$ cat config.mk
export PLATFORM = sky130hd
export DESIGN_NAME = nrtfc_cfg
export DESIGN_NICKNAME = d
export VERILOG_FILES = /design/src/rtl/nrtfc_pkg.sv /design/src/rtl/nrtfc_pulse_calc.sv /design/src/rtl/nrtfc_cfg.sv
export SDC_FILE = /design/constraint.sdc
export NUM_CORES = 1
export LEC_CHECK = 0
export BUFFER_PORTS_ARGS = -buffer_cell sky130_fd_sc_hd__buf_2
export CORE_ASPECT_RATIO = 1.75
export CORE_MARGIN = 2
export CORE_UTILIZATION = 50
export DETAILED_ROUTE_END_ITERATION = 12
export PLACE_DENSITY = 0.79
export SYNTH_ARGS = -nofsm -noshare
export SYNTH_HDL_FRONTEND = slang
export SYNTH_SLANG_ARGS = --single-unit
$ cat constraint.sdc
create_clock -name mclk_i -period 4.02 [get_ports mclk_i]
set_input_delay 0.201 -clock mclk_i [delete_from_list [all_inputs] [get_ports mclk_i]]
set_output_delay 0.201 -clock mclk_i [all_outputs]
set_load 0.005 [all_outputs]
$ cat src/rtl/nrtfc_pkg.sv
`default_nettype none
// =====================================================================
// Shared constants for rate and Type A framing configuration
// =====================================================================
package nrtfc_pkg;
   // Register port widths
   localparam int ADDR_W = 8;
   localparam int DATA_W = 8;

   // Register offsets
   localparam logic [7:0] ADDR_LINK_SPEED = 8'h04; // Transmit and receive rate
   localparam logic [7:0] ADDR_FRAME_SET = 8'h05;  // Type A framing settings
   localparam logic [7:0] ADDR_STATUS = 8'h10;     // Derived state, read only

   // Reset values
   localparam logic [7:0] LINK_SPEED_RST = 8'h00;
   localparam logic [7:0] FRAME_SET_RST = 8'h00;

   // Speed register field positions
   localparam int TX_RATE_LSB = 4;
   localparam int RX_RATE_LSB = 0;
   localparam int RATE_W = 2;

   // Framing register field positions
   localparam int BIT_NO_TX_PARITY = 7;
   localparam int BIT_RAW_RX = 6;
   localparam int BIT_HEADER = 5;
   localparam int PULSE_LSB = 1;
   localparam int PULSE_FIELD_W = 4;
   localparam int BIT_ANTICOLL = 0;

   // Status register bit positions
   localparam int ST_LINK_EN = 0;
   localparam int ST_PULSE_OK = 1;
   localparam int ST_RAW_RX = 2;
   localparam int ST_HEADER = 3;

   // Rate codes
   localparam logic [1:0] RATE_DIV128 = 2'h0; // About 106 kbit/s
   localparam logic [1:0] RATE_DIV64 = 2'h1;
   localparam logic [1:0] RATE_DIV32 = 2'h2;
   localparam logic [1:0] RATE_DIV16 = 2'h3;  // About 848 kbit/s

   // Carrier divisors per rate
   localparam logic [7:0] DIV_128 = 8'h80;
   localparam logic [7:0] DIV_64 = 8'h40;
   localparam logic [7:0] DIV_32 = 8'h20;
   localparam logic [7:0] DIV_16 = 8'h10;
   localparam logic [7:0] DIV_NONE = 8'h00;

   // Pulse width in carrier periods: base and legal span per rate
   localparam int PW_W = 6;
   localparam logic [5:0] PW_BASE_128 = 6'h23; // 35
   localparam logic [5:0] PW_MIN_128 = 6'h1B;  // 27
   localparam logic [5:0] PW_MAX_128 = 6'h2A;  // 42
   localparam logic [5:0] PW_BASE_64 = 6'h12;  // 18
   localparam logic [5:0] PW_MIN_64 = 6'h0C;   // 12
   localparam logic [5:0] PW_MAX_64 = 6'h18;   // 24
   localparam logic [5:0] PW_BASE_32 = 6'h09;  // 9
   localparam logic [5:0] PW_MIN_32 = 6'h05;   // 5
   localparam logic [5:0] PW_MAX_32 = 6'h0D;   // 13
   localparam logic [5:0] PW_BASE_16 = 6'h05;  // 5
   localparam logic [5:0] PW_MIN_16 = 6'h02;   // 2
   localparam logic [5:0] PW_MAX_16 = 6'h08;   // 8

   // Transport frame start byte
   localparam logic [7:0] START_BYTE = 8'hF0;
endpackage
`default_nettype wire

$ cat src/rtl/nrtfc_pulse_calc.sv
`default_nettype none
// =====================================================================
// Modulation pause width from rate and signed trim field
// =====================================================================
module nrtfc_pulse_calc
(
   input wire logic [1:0] rate_i,
   input wire logic [3:0] field_i,
   output logic [5:0] width_o,
   output logic valid_o
);
   // Trim field as signed, widened to the width result
   logic [5:0] trim;
   // Selected base and span
   logic [5:0] base;
   logic [5:0] lo;
   logic [5:0] hi;

   assign trim = {{2{field_i[3]}}, field_i};

   // Base and span per rate
   always_comb
   begin
      unique case (rate_i)
         nrtfc_pkg::RATE_DIV128:
         begin
            base = nrtfc_pkg::PW_BASE_128;
            lo = nrtfc_pkg::PW_MIN_128;
            hi = nrtfc_pkg::PW_MAX_128;
         end
         nrtfc_pkg::RATE_DIV64:
         begin
            base = nrtfc_pkg::PW_BASE_64;
            lo = nrtfc_pkg::PW_MIN_64;
            hi = nrtfc_pkg::PW_MAX_64;
         end
         nrtfc_pkg::RATE_DIV32:
         begin
            base = nrtfc_pkg::PW_BASE_32;
            lo = nrtfc_pkg::PW_MIN_32;
            hi = nrtfc_pkg::PW_MAX_32;
         end
         nrtfc_pkg::RATE_DIV16:
         begin
            base = nrtfc_pkg::PW_BASE_16;
            lo = nrtfc_pkg::PW_MIN_16;
            hi = nrtfc_pkg::PW_MAX_16;
         end
      endcase
   end

   // Wrap is harmless: every legal result stays positive
   always_comb
   begin
      width_o = 6'(base + trim);
      valid_o = (width_o >= lo) && (width_o <= hi);
   end
endmodule
`default_nettype wire

$ cat src/rtl/nrtfc_cfg.sv
// Operation
// - Bits 5:4 select transmit rate
// - Bits 1:0 select receive rate
// - Codes map to carrier divided by 128..16
// - Unsupported rate disables transmit and receive
// - Bit 7 sends data without parity
// - Bit 6 stores raw bits, only 106k
// - Raw parity options honoured in reader only
// - Bit 5 adds header, drops received F0, except in rate detection
// - Bits 4:1 trim pause width in carriers
// - Slowest rate width is 35 plus trim
// - Faster rates use bases 18, 9, 5
// - Bit 0 selects anticollision receive framing
`default_nettype none
module nrtfc_cfg
(
   input wire logic mclk_i,
   input wire logic rst_n_i,
   input wire logic [7:0] addr_i,
   input wire logic [7:0] wdata_i,
   input wire logic wr_i,
   input wire logic rd_i,
   output logic [7:0] rdata_o,
   input wire logic reader_mode_i,
   input wire logic rate_detect_i,
   output logic [1:0] tx_rate_o,
   output logic [1:0] rx_rate_o,
   output logic [7:0] tx_divider_o,
   output logic [7:0] rx_divider_o,
   output logic tx_enable_o,
   output logic rx_enable_o,
   output logic tx_no_parity_o,
   output logic rx_raw_parity_o,
   output logic tx_header_o,
   output logic rx_skip_start_o,
   output logic [7:0] start_byte_o,
   output logic [5:0] pulse_width_o,
   output logic pulse_valid_o,
   output logic anticoll_o
);
   // =====================================================================
   // Helper functions
   // =====================================================================

   // Rate code to carrier divisor, zero when unsupported
   function automatic logic [7:0] rate_divider(input logic [1:0] code);
      logic [7:0] div;
      div = nrtfc_pkg::DIV_NONE;
      unique case (code)
         nrtfc_pkg::RATE_DIV128: div = nrtfc_pkg::DIV_128;
         nrtfc_pkg::RATE_DIV64: div = nrtfc_pkg::DIV_64;
         nrtfc_pkg::RATE_DIV32: div = nrtfc_pkg::DIV_32;
         nrtfc_pkg::RATE_DIV16: div = nrtfc_pkg::DIV_16;
      endcase
      return div;
   endfunction

   // Supported when a divisor exists; kept general for wider codes
   function automatic logic rate_supported(input logic [1:0] code);
      return rate_divider(code) != nrtfc_pkg::DIV_NONE;
   endfunction

   // =====================================================================
   // Register state
   // =====================================================================
   logic [1:0] tx_rate_reg; // Stored transmit rate code
   logic [1:0] rx_rate_reg; // Stored receive rate code
   logic [7:0] frame_reg;   // Framing settings, all eight bits used
   logic wr_speed;          // Write hits speed register
   logic wr_frame;          // Write hits framing register

   // Derived values ahead of the output flops
   logic link_en_next;
   logic no_par_next;
   logic raw_rx_next;
   logic header_next;
   logic [5:0] pw_calc;
   logic pw_ok_calc;
   logic [7:0] status_next;

   assign wr_speed = wr_i && (addr_i == nrtfc_pkg::ADDR_LINK_SPEED);
   assign wr_frame = wr_i && (addr_i == nrtfc_pkg::ADDR_FRAME_SET);

   // Speed register: only the two rate fields have storage
   always_ff @(posedge mclk_i or negedge rst_n_i)
   begin
      if (!rst_n_i)
      begin
         tx_rate_reg <= nrtfc_pkg::LINK_SPEED_RST[nrtfc_pkg::TX_RATE_LSB +: nrtfc_pkg::RATE_W];
         rx_rate_reg <= nrtfc_pkg::LINK_SPEED_RST[nrtfc_pkg::RX_RATE_LSB +: nrtfc_pkg::RATE_W];
      end
      else if (wr_speed)
      begin
         // Reserved bits dropped here so they can steer nothing
         tx_rate_reg <= wdata_i[nrtfc_pkg::TX_RATE_LSB +: nrtfc_pkg::RATE_W];
         rx_rate_reg <= wdata_i[nrtfc_pkg::RX_RATE_LSB +: nrtfc_pkg::RATE_W];
      end
   end

   // Framing register
   always_ff @(posedge mclk_i or negedge rst_n_i)
   begin
      if (!rst_n_i)
      begin
         frame_reg <= nrtfc_pkg::FRAME_SET_RST;
      end
      else if (wr_frame)
      begin
         frame_reg <= wdata_i;
      end
   end

   // =====================================================================
   // Pulse width arithmetic
   // =====================================================================
   nrtfc_pulse_calc u_pulse
   (
      .rate_i(tx_rate_reg),
      .field_i(frame_reg[nrtfc_pkg::PULSE_LSB +: nrtfc_pkg::PULSE_FIELD_W]),
      .width_o(pw_calc),
      .valid_o(pw_ok_calc)
   );

   // =====================================================================
   // Decode of control bits
   // =====================================================================

   // Both directions stop if either rate is unusable, so a
   // half-configured link never talks at an odd speed
   always_comb
   begin
      link_en_next = rate_supported(tx_rate_reg) && rate_supported(rx_rate_reg);
      // Raw parity modes ignored outside reader operation
      no_par_next = frame_reg[nrtfc_pkg::BIT_NO_TX_PARITY] && reader_mode_i;
      raw_rx_next = frame_reg[nrtfc_pkg::BIT_RAW_RX] && reader_mode_i
                    && (rx_rate_reg == nrtfc_pkg::RATE_DIV128);
      // Gated in rate detection as a guard against a software slip
      header_next = frame_reg[nrtfc_pkg::BIT_HEADER] && !rate_detect_i;
   end

   // Status word: the block's decoded state
   always_comb
   begin
      status_next = 8'h00;
      status_next[nrtfc_pkg::ST_LINK_EN] = tx_enable_o;
      status_next[nrtfc_pkg::ST_PULSE_OK] = pulse_valid_o;
      status_next[nrtfc_pkg::ST_RAW_RX] = rx_raw_parity_o;
      status_next[nrtfc_pkg::ST_HEADER] = tx_header_o;
   end

   // =====================================================================
   // Output flops toward encoder and decoder
   // =====================================================================

   // Rate outputs
   always_ff @(posedge mclk_i or negedge rst_n_i)
   begin
      if (!rst_n_i)
      begin
         tx_rate_o <= nrtfc_pkg::RATE_DIV128;
         rx_rate_o <= nrtfc_pkg::RATE_DIV128;
         tx_divider_o <= nrtfc_pkg::DIV_NONE;
         rx_divider_o <= nrtfc_pkg::DIV_NONE;
         tx_enable_o <= 1'b0;
         rx_enable_o <= 1'b0;
      end
      else
      begin
         tx_rate_o <= tx_rate_reg;
         rx_rate_o <= rx_rate_reg;
         tx_divider_o <= rate_divider(tx_rate_reg);
         rx_divider_o <= rate_divider(rx_rate_reg);
         tx_enable_o <= link_en_next;
         rx_enable_o <= link_en_next;
      end
   end

   // Framing outputs
   always_ff @(posedge mclk_i or negedge rst_n_i)
   begin
      if (!rst_n_i)
      begin
         tx_no_parity_o <= 1'b0;
         rx_raw_parity_o <= 1'b0;
         tx_header_o <= 1'b0;
         rx_skip_start_o <= 1'b0;
         anticoll_o <= 1'b0;
         start_byte_o <= 8'h00;
      end
      else
      begin
         tx_no_parity_o <= no_par_next;
         rx_raw_parity_o <= raw_rx_next;
         tx_header_o <= header_next;
         rx_skip_start_o <= header_next;
         anticoll_o <= frame_reg[nrtfc_pkg::BIT_ANTICOLL];
         start_byte_o <= nrtfc_pkg::START_BYTE;
      end
   end

   // Pulse width output; zero width flags an undefined setting too
   always_ff @(posedge mclk_i or negedge rst_n_i)
   begin
      if (!rst_n_i)
      begin
         pulse_width_o <= 6'h00;
         pulse_valid_o <= 1'b0;
      end
      else
      begin
         pulse_width_o <= pw_ok_calc ? pw_calc : 6'h00;
         pulse_valid_o <= pw_ok_calc;
      end
   end

   // =====================================================================
   // Read port
   // =====================================================================

   // Data one cycle after the strobe; unmapped offsets read zero
   always_ff @(posedge mclk_i or negedge rst_n_i)
   begin
      if (!rst_n_i)
      begin
         rdata_o <= 8'h00;
      end
      else if (rd_i)
      begin
         unique case (addr_i)
            nrtfc_pkg::ADDR_LINK_SPEED:
            begin
               // Reserved bits 7:6 and 3:2 read zero
               rdata_o <= {2'h0, tx_rate_reg, 2'h0, rx_rate_reg};
            end
            nrtfc_pkg::ADDR_FRAME_SET: rdata_o <= frame_reg;
            nrtfc_pkg::ADDR_STATUS: rdata_o <= status_next;
            default: rdata_o <= 8'h00;
         endcase
      end
      else
      begin
         rdata_o <= 8'h00;
      end
   end
endmodule
`default_nettype wire

# Word level (Yosys, flattened, before mapping)
# Cells that the tools add are included.
dict set report op_classes {
  reduce_logical 13
  n_addsub 1
  eq_ne 9
  mux 8
  order_cmp 2
}
# cell n
set ops {}
lappend ops {{case mux 6 bit (4 select lines)} 3}
lappend ops {{case mux 8 bit (4 select lines)} 2}
lappend ops {{case mux 8 bit (3 select lines)} 1}
lappend ops {{equality test 8 x 3 -> 1 bit, second input constant} 2}
lappend ops {{nonzero test 8 bit} 2}
lappend ops {{equality test 2 bit, second input constant} 4}
lappend ops {{equality test 8 x 5 -> 1 bit, second input constant} 1}
lappend ops {{logical AND 1 bit} 8}
lappend ops {{two-way mux 8 bit} 1}
lappend ops {{adder 6 bit} 1}
lappend ops {{>= comparator 6 bit} 1}
lappend ops {{less-or-equal comparator 6 bit} 1}
lappend ops {{two-way mux 6 bit} 1}
lappend ops {{equality test 2 x 1 -> 1 bit, second input constant} 2}
lappend ops {{zero test 2 bit} 2}
lappend ops {{zero test 1 bit} 1}
dict set report totals {
  ff_bits 53
  inputBits 22
}

# Longest topological paths before layout
dict set report depth {
  depth_word 6
  ltp_mapped 15
  ltp_nobuf 15
}

# By module
# Synthesis repeated with hierarchy kept, for this count alone.
dict set report unflattened {
  cells_unflattened 190
  hier_area_um2 2289.7
}
# mod cells_each seq_area_each_um2 area_each_um2 n_inst
set by_module_without_submodules {}
lappend by_module_without_submodules {nrtfc_cfg 132 1126.1 1795.5 1}
lappend by_module_without_submodules {nrtfc_pulse_calc 58 0.0 494.2 1}

# Worst setup path before layout
# No wires, ideal clock.
dict set report synth_timing {
  path_kind {register -> register}
  startpoint {reg tx_rate_reg[0]}
  endpoint {reg pulse_width_o[1]}
  path_slack_ns 0.706
  required_time_ns 3.878
  period_less_slack_ns 3.314
  stages_incl_launch_ff 15
  arrival_ns 3.172
  path_cell_list {dfrtp_1 inv_1 ha_1 inv_1 nand2_1 ha_1 a211oi_1 o21bai_1 a211oi_1 nor3_1 ha_1 nand2_1 a2111o_1 a22oi_1 nor3b_1}
}
dict set report synth_between {
  elab_chain_len 6
}
# element line_no
set synth_lines {}
lappend synth_lines {{start, declared} nrtfc_cfg.sv:66} ;# logic [1:0] tx_rate_reg;
lappend synth_lines {{start signal, assigned} nrtfc_cfg.sv:89} ;# tx_rate_reg <= nrtfc_pkg::LINK_SPEED_RST[nrtfc_pkg::TX_RATE_LSB +: nrtfc_pkg::RATE_W];
lappend synth_lines {{start signal, assigned} nrtfc_cfg.sv:95} ;# tx_rate_reg <= wdata_i[nrtfc_pkg::TX_RATE_LSB +: nrtfc_pkg::RATE_W];
lappend synth_lines {{equality test 2 bit (tied with other cells)} nrtfc_pulse_calc.sv:24} ;# unique case (rate_i)
lappend synth_lines {{case mux 6 bit (4 select lines) (*)} nrtfc_pulse_calc.sv:24}
lappend synth_lines {{net u_pulse.base[5]} nrtfc_pulse_calc.sv:15} ;# logic [5:0] base;
lappend synth_lines {{adder 6 bit (*)} nrtfc_pulse_calc.sv:55} ;# width_o = 6'(base + trim);
lappend synth_lines {{>= comparator 6 bit or less-or-equal comparator 6 bit (tied branches)} nrtfc_pulse_calc.sv:56} ;# valid_o = (width_o >= lo) && (width_o <= hi);
lappend synth_lines {{logical AND 1 bit (*)} nrtfc_pulse_calc.sv:56}
lappend synth_lines {{two-way mux 6 bit (*)} nrtfc_cfg.sv:211} ;# pulse_width_o <= pw_ok_calc ? pw_calc : 6'h00;
lappend synth_lines {{end signal, assigned} nrtfc_cfg.sv:211}
lappend synth_lines {{end, declared} nrtfc_cfg.sv:37} ;# output logic [5:0] pulse_width_o,
# The timed path passes the listed nets; every way through them passes the cells marked *. The select of a mux whose other input is x is not followed.
# A chain may end at the register's enable or synchronous reset.

# Worst setup path in the final report
dict set report layout_timing {
  startpoint {reg tx_rate_reg[0]}
  endpoint {reg pulse_valid_o}
}
dict set report layout_between {
  elab_chain_len 5
}
# element line_no
set layout_lines {}
lappend layout_lines {{equality test 2 bit (tied with other cells)} nrtfc_pulse_calc.sv:24}
lappend layout_lines {{case mux 6 bit (4 select lines) (*)} nrtfc_pulse_calc.sv:24}
lappend layout_lines {{net u_pulse.base[5]} nrtfc_pulse_calc.sv:15}
lappend layout_lines {{adder 6 bit (*)} nrtfc_pulse_calc.sv:55}
lappend layout_lines {{>= comparator 6 bit or less-or-equal comparator 6 bit (tied branches)} nrtfc_pulse_calc.sv:56}
lappend layout_lines {{logical AND 1 bit (*)} nrtfc_pulse_calc.sv:56}
lappend layout_lines {{net pw_ok_calc} nrtfc_cfg.sv:78} ;# logic pw_ok_calc;
lappend layout_lines {{end signal, assigned} nrtfc_cfg.sv:212} ;# pulse_valid_o <= pw_ok_calc;
lappend layout_lines {{end, declared} nrtfc_cfg.sv:38} ;# output logic pulse_valid_o,
# Marks and branches as above.

==> flow_metrics.tcl <==
set metrics [dict create \
    wirelength_mm 4.530 \
    track_usage_pct 19.74 \
    grt_max_degree 46 \
    overflow 0 \
    die-area_mm2 0.005046 \
    relSlewSlack_pct 36.55 \
    setup_tns_ps 0 \
    fin_worst_skew_ps 5.089 \
    worst_setup_path_start_kind "flop" \
    power.internal_mw 0.6840 \
    syn_area_mm2 0.002237 \
    area_delta_synth_final_pct 16.27 \
    setup_slack_ps 361.9 \
    fillers 385 \
    status "finished clean" \
    yosysSeqAreaShare_pct 50.34 \
    critical_path.max_stage_delay_ps 440 \
    cts_setup_buffers 0 \
    io_buffers 59 \
    via_per_inst 5.189 \
    final-max-slew-violation-count 0 \
    hpwlAfterDp_mm 3.682 \
    wl_per_cell_um 15.05 \
    htree_levels 2 \
    cts_buffers 5 \
    register_area_mm2 0.001126 \
    finalSetupViolations 0 \
    io_pins 72 \
    worst_pin_slew_ps 951.8 \
    finalCritPeriodShare_pct 91.00 \
    hold_path_class "input port to async pin" \
    crit_arrival_ps 3830 \
    seqPwrFrac_pct 52.5 \
    p_clk_share_pct 29.3 \
    dp_slack_ps 221.1 \
    initial_utilization_pct 51.26 \
    clk_latency_ps 300 \
    cp_top_family "compound AO/OA/AOI/OAI gates" \
    ff2ff_setup_slack_ps 360 \
    p_leak_nw 1.428 \
    synth_cell_types 36 \
    power_density_mw_per_mm2 365.9 \
    holdBufCountCts 0 \
    cts_buffer_depth 2 \
    grt_setup_unrepaired "no" \
    route.detailed.drc 0 \
    grt_pass1_wl_mm 7.155 \
    hold_viol_final 0 \
    synth-seq-cells 45 \
    period_needed_ps 3658 \
    diodes 0 \
    worstPathCellList "inv_1, ha_1, inv_1, nand2_1, ha_1, a211oi_1, o21bai_1, a211oi_1, nor3_1, ha_1, nand2_1, a2111o_1, a22oi_2, nor2_1" \
    place_congestion 0.9554 \
    netlist_instances 190 \
    drtIter0Drc 22 \
    placed_cell_area_mm2 0.002506 \
    end_kind "flop" \
    comb_power_share_pct 18.2 \
    first_pass_iters 4 \
    antenna_found_initial 0 \
    multi_input_area_um2 977.2 \
    cp_slowest_cell "dfrtp_1" \
    grt_pass1_vias 1604 \
    max_cap_viol_count 0 \
    std_cell_rows 32 \
    drive_gt1_share_pct 35.20 \
    finalNetCount 291 \
    power.switching_mw 0.2678 \
    antenna_left 0 \
    max_freq_mhz 273.4 \
    worstPathRequired_ps 4190 \
    netSwitchingFraction_pct 28.13 \
    clkSinkCount 45 \
    fin_area_mm2 0.002601 \
    cts_resized 0 \
    tritoncts "built" \
    die_w_um 54.57 \
    vias 1562 \
    path_clk_slew_ps 80 \
    crit_path_frequent_cell "ha_1" \
    avgSynthCellArea_um2 11.77 \
    ys_warn_count 0 \
    peakVddDrop_uv 263.6 \
    power_mw 0.9518 \
    timing.critical_path.buf_inv 2 \
    root_buffer "clkbuf_8" \
    critPathKind "flop to flop" \
    die_y_um 92.49 \
    coreArea_mm2 0.004364 \
    crit_fanout 7 \
    fin_util_pct 59.60 \
]
==> per-layer routing <==
layer	track usage [%]	up-vias	part of all wire [%]
li1	-	730	-
met4	8.958	0	2.8
met2	37.35	56	59
met1	19.55	766	34
met5	0	-	0
met3	2.581	10	4.3
==> Yosys cell counts <==
cell       n  area, um2
o21a_1     1      7.510
or2_2      1      6.260
o21ai_0    4      20.02
o31a_1     1      8.760
clkbuf_1   1      3.750
inv_1     13      48.80
and3_1     5      31.28
and2_1     2      12.51
nand2_1    6      22.52
or4_4      1      11.26
o21ba_2    1      10.01
mux2i_1    2      20.02
nor2b_1    8      50.05
a2111o_1   1      11.26
or3_1      1      6.260
buf_4     17      127.6
nand3_1    1      5.000
nor3b_4    1      18.77
a21o_1     1      7.510
nor3b_1    3      22.52
mux2_2     8      90.09
fa_1       1      20.02
ha_1      19      237.7
nor2_1    14      52.55
mux2_4     4      60.06
xnor2_1    3      26.28
dfrtp_1   45       1126
nand3b_4   1      20.02
a22oi_1    5      37.54
o21bai_1   1      7.510
nor3_1     5      25.02
nor2_4     2      22.52
and3_2     1      7.510
a211oi_1   2      15.01
conb_1     2      7.510
a21oi_1    6      30.03
==> power groups by stage <==
stage,combinational (mW),sequential (mW),clock [mW]
floorplan,0.104,0.510,0
global placement,0.165,0.510,0
detailed placement,0.172,0.510,0
CTS,0.173,0.501,0.285
global route,0.198,0.504,0.300
finish,0.173,0.500,0.279
==> area by class of cell <==
cell class | count | area share (%)
clock buffer | 5 | 2.646
timing repair buffer | 59 | 11.35
multi-input combinational | 125 | 37.57
tap | 51 | 2.453
sequential | 45 | 43.29
inverter | 13 | 1.876
clock inverter | 3 | 0.8177
==> per-stage QoR <==
stage | instances | hold WS [ps]
2_1_floorplan | 201 | -94.59
3_3_place_gp | 293 | 370.0
3_5_place_dp | 293 | 368.4
4_1_cts | 301 | 43.74
5_1_grt | 301 | 38.91
6_report | 301 | 42.60
==> final timing paths <==
kind                           startpoint                to  depth (start not counted)
max in group asynchronous         rst_n_i  pulse_width_o[0]                          1
hold reg to reg              frame_reg[0]        anticoll_o                          0
setup / recovery           tx_rate_reg[0]     pulse_valid_o                         14
hold / removal                    rst_n_i      frame_reg[5]                          1
min in group mclk_i         rate_detect_i   rx_skip_start_o                          2
setup reg to reg           tx_rate_reg[0]     pulse_valid_o                         14
==> cell families after synthesis <==
kind of cell / Yosys count / synth area share (%)
AOI/OAI and AO/OA: 23 / 6.936
buffers and inverters: 31 / 8.054
adders and majority gates: 20 / 11.52
and+or+nand+nor: 52 / 14.04
other: 2 / 0.3357
DFF: 45 / 50.34
muxes: 14 / 7.607
xor gates and xnor gates: 3 / 1.175
==> cell usage in the layout, fill, tap and decap left out, types with 4 or more instances in the layout <==
master and count:
buf_2 59, conb_1 13, a22oi_1 4, nor2b_1 8
clkbuf_8 5, ha_1 19, mux2_4 4, nor2_1 14
nor3_1 5, mux2_2 8, nand2_1 6, and3_1 5
inv_1 13, a21oi_1 6, o21ai_0 4, dfrtp_1 45
Note: power is estimated with default switching activity, not from simulation.
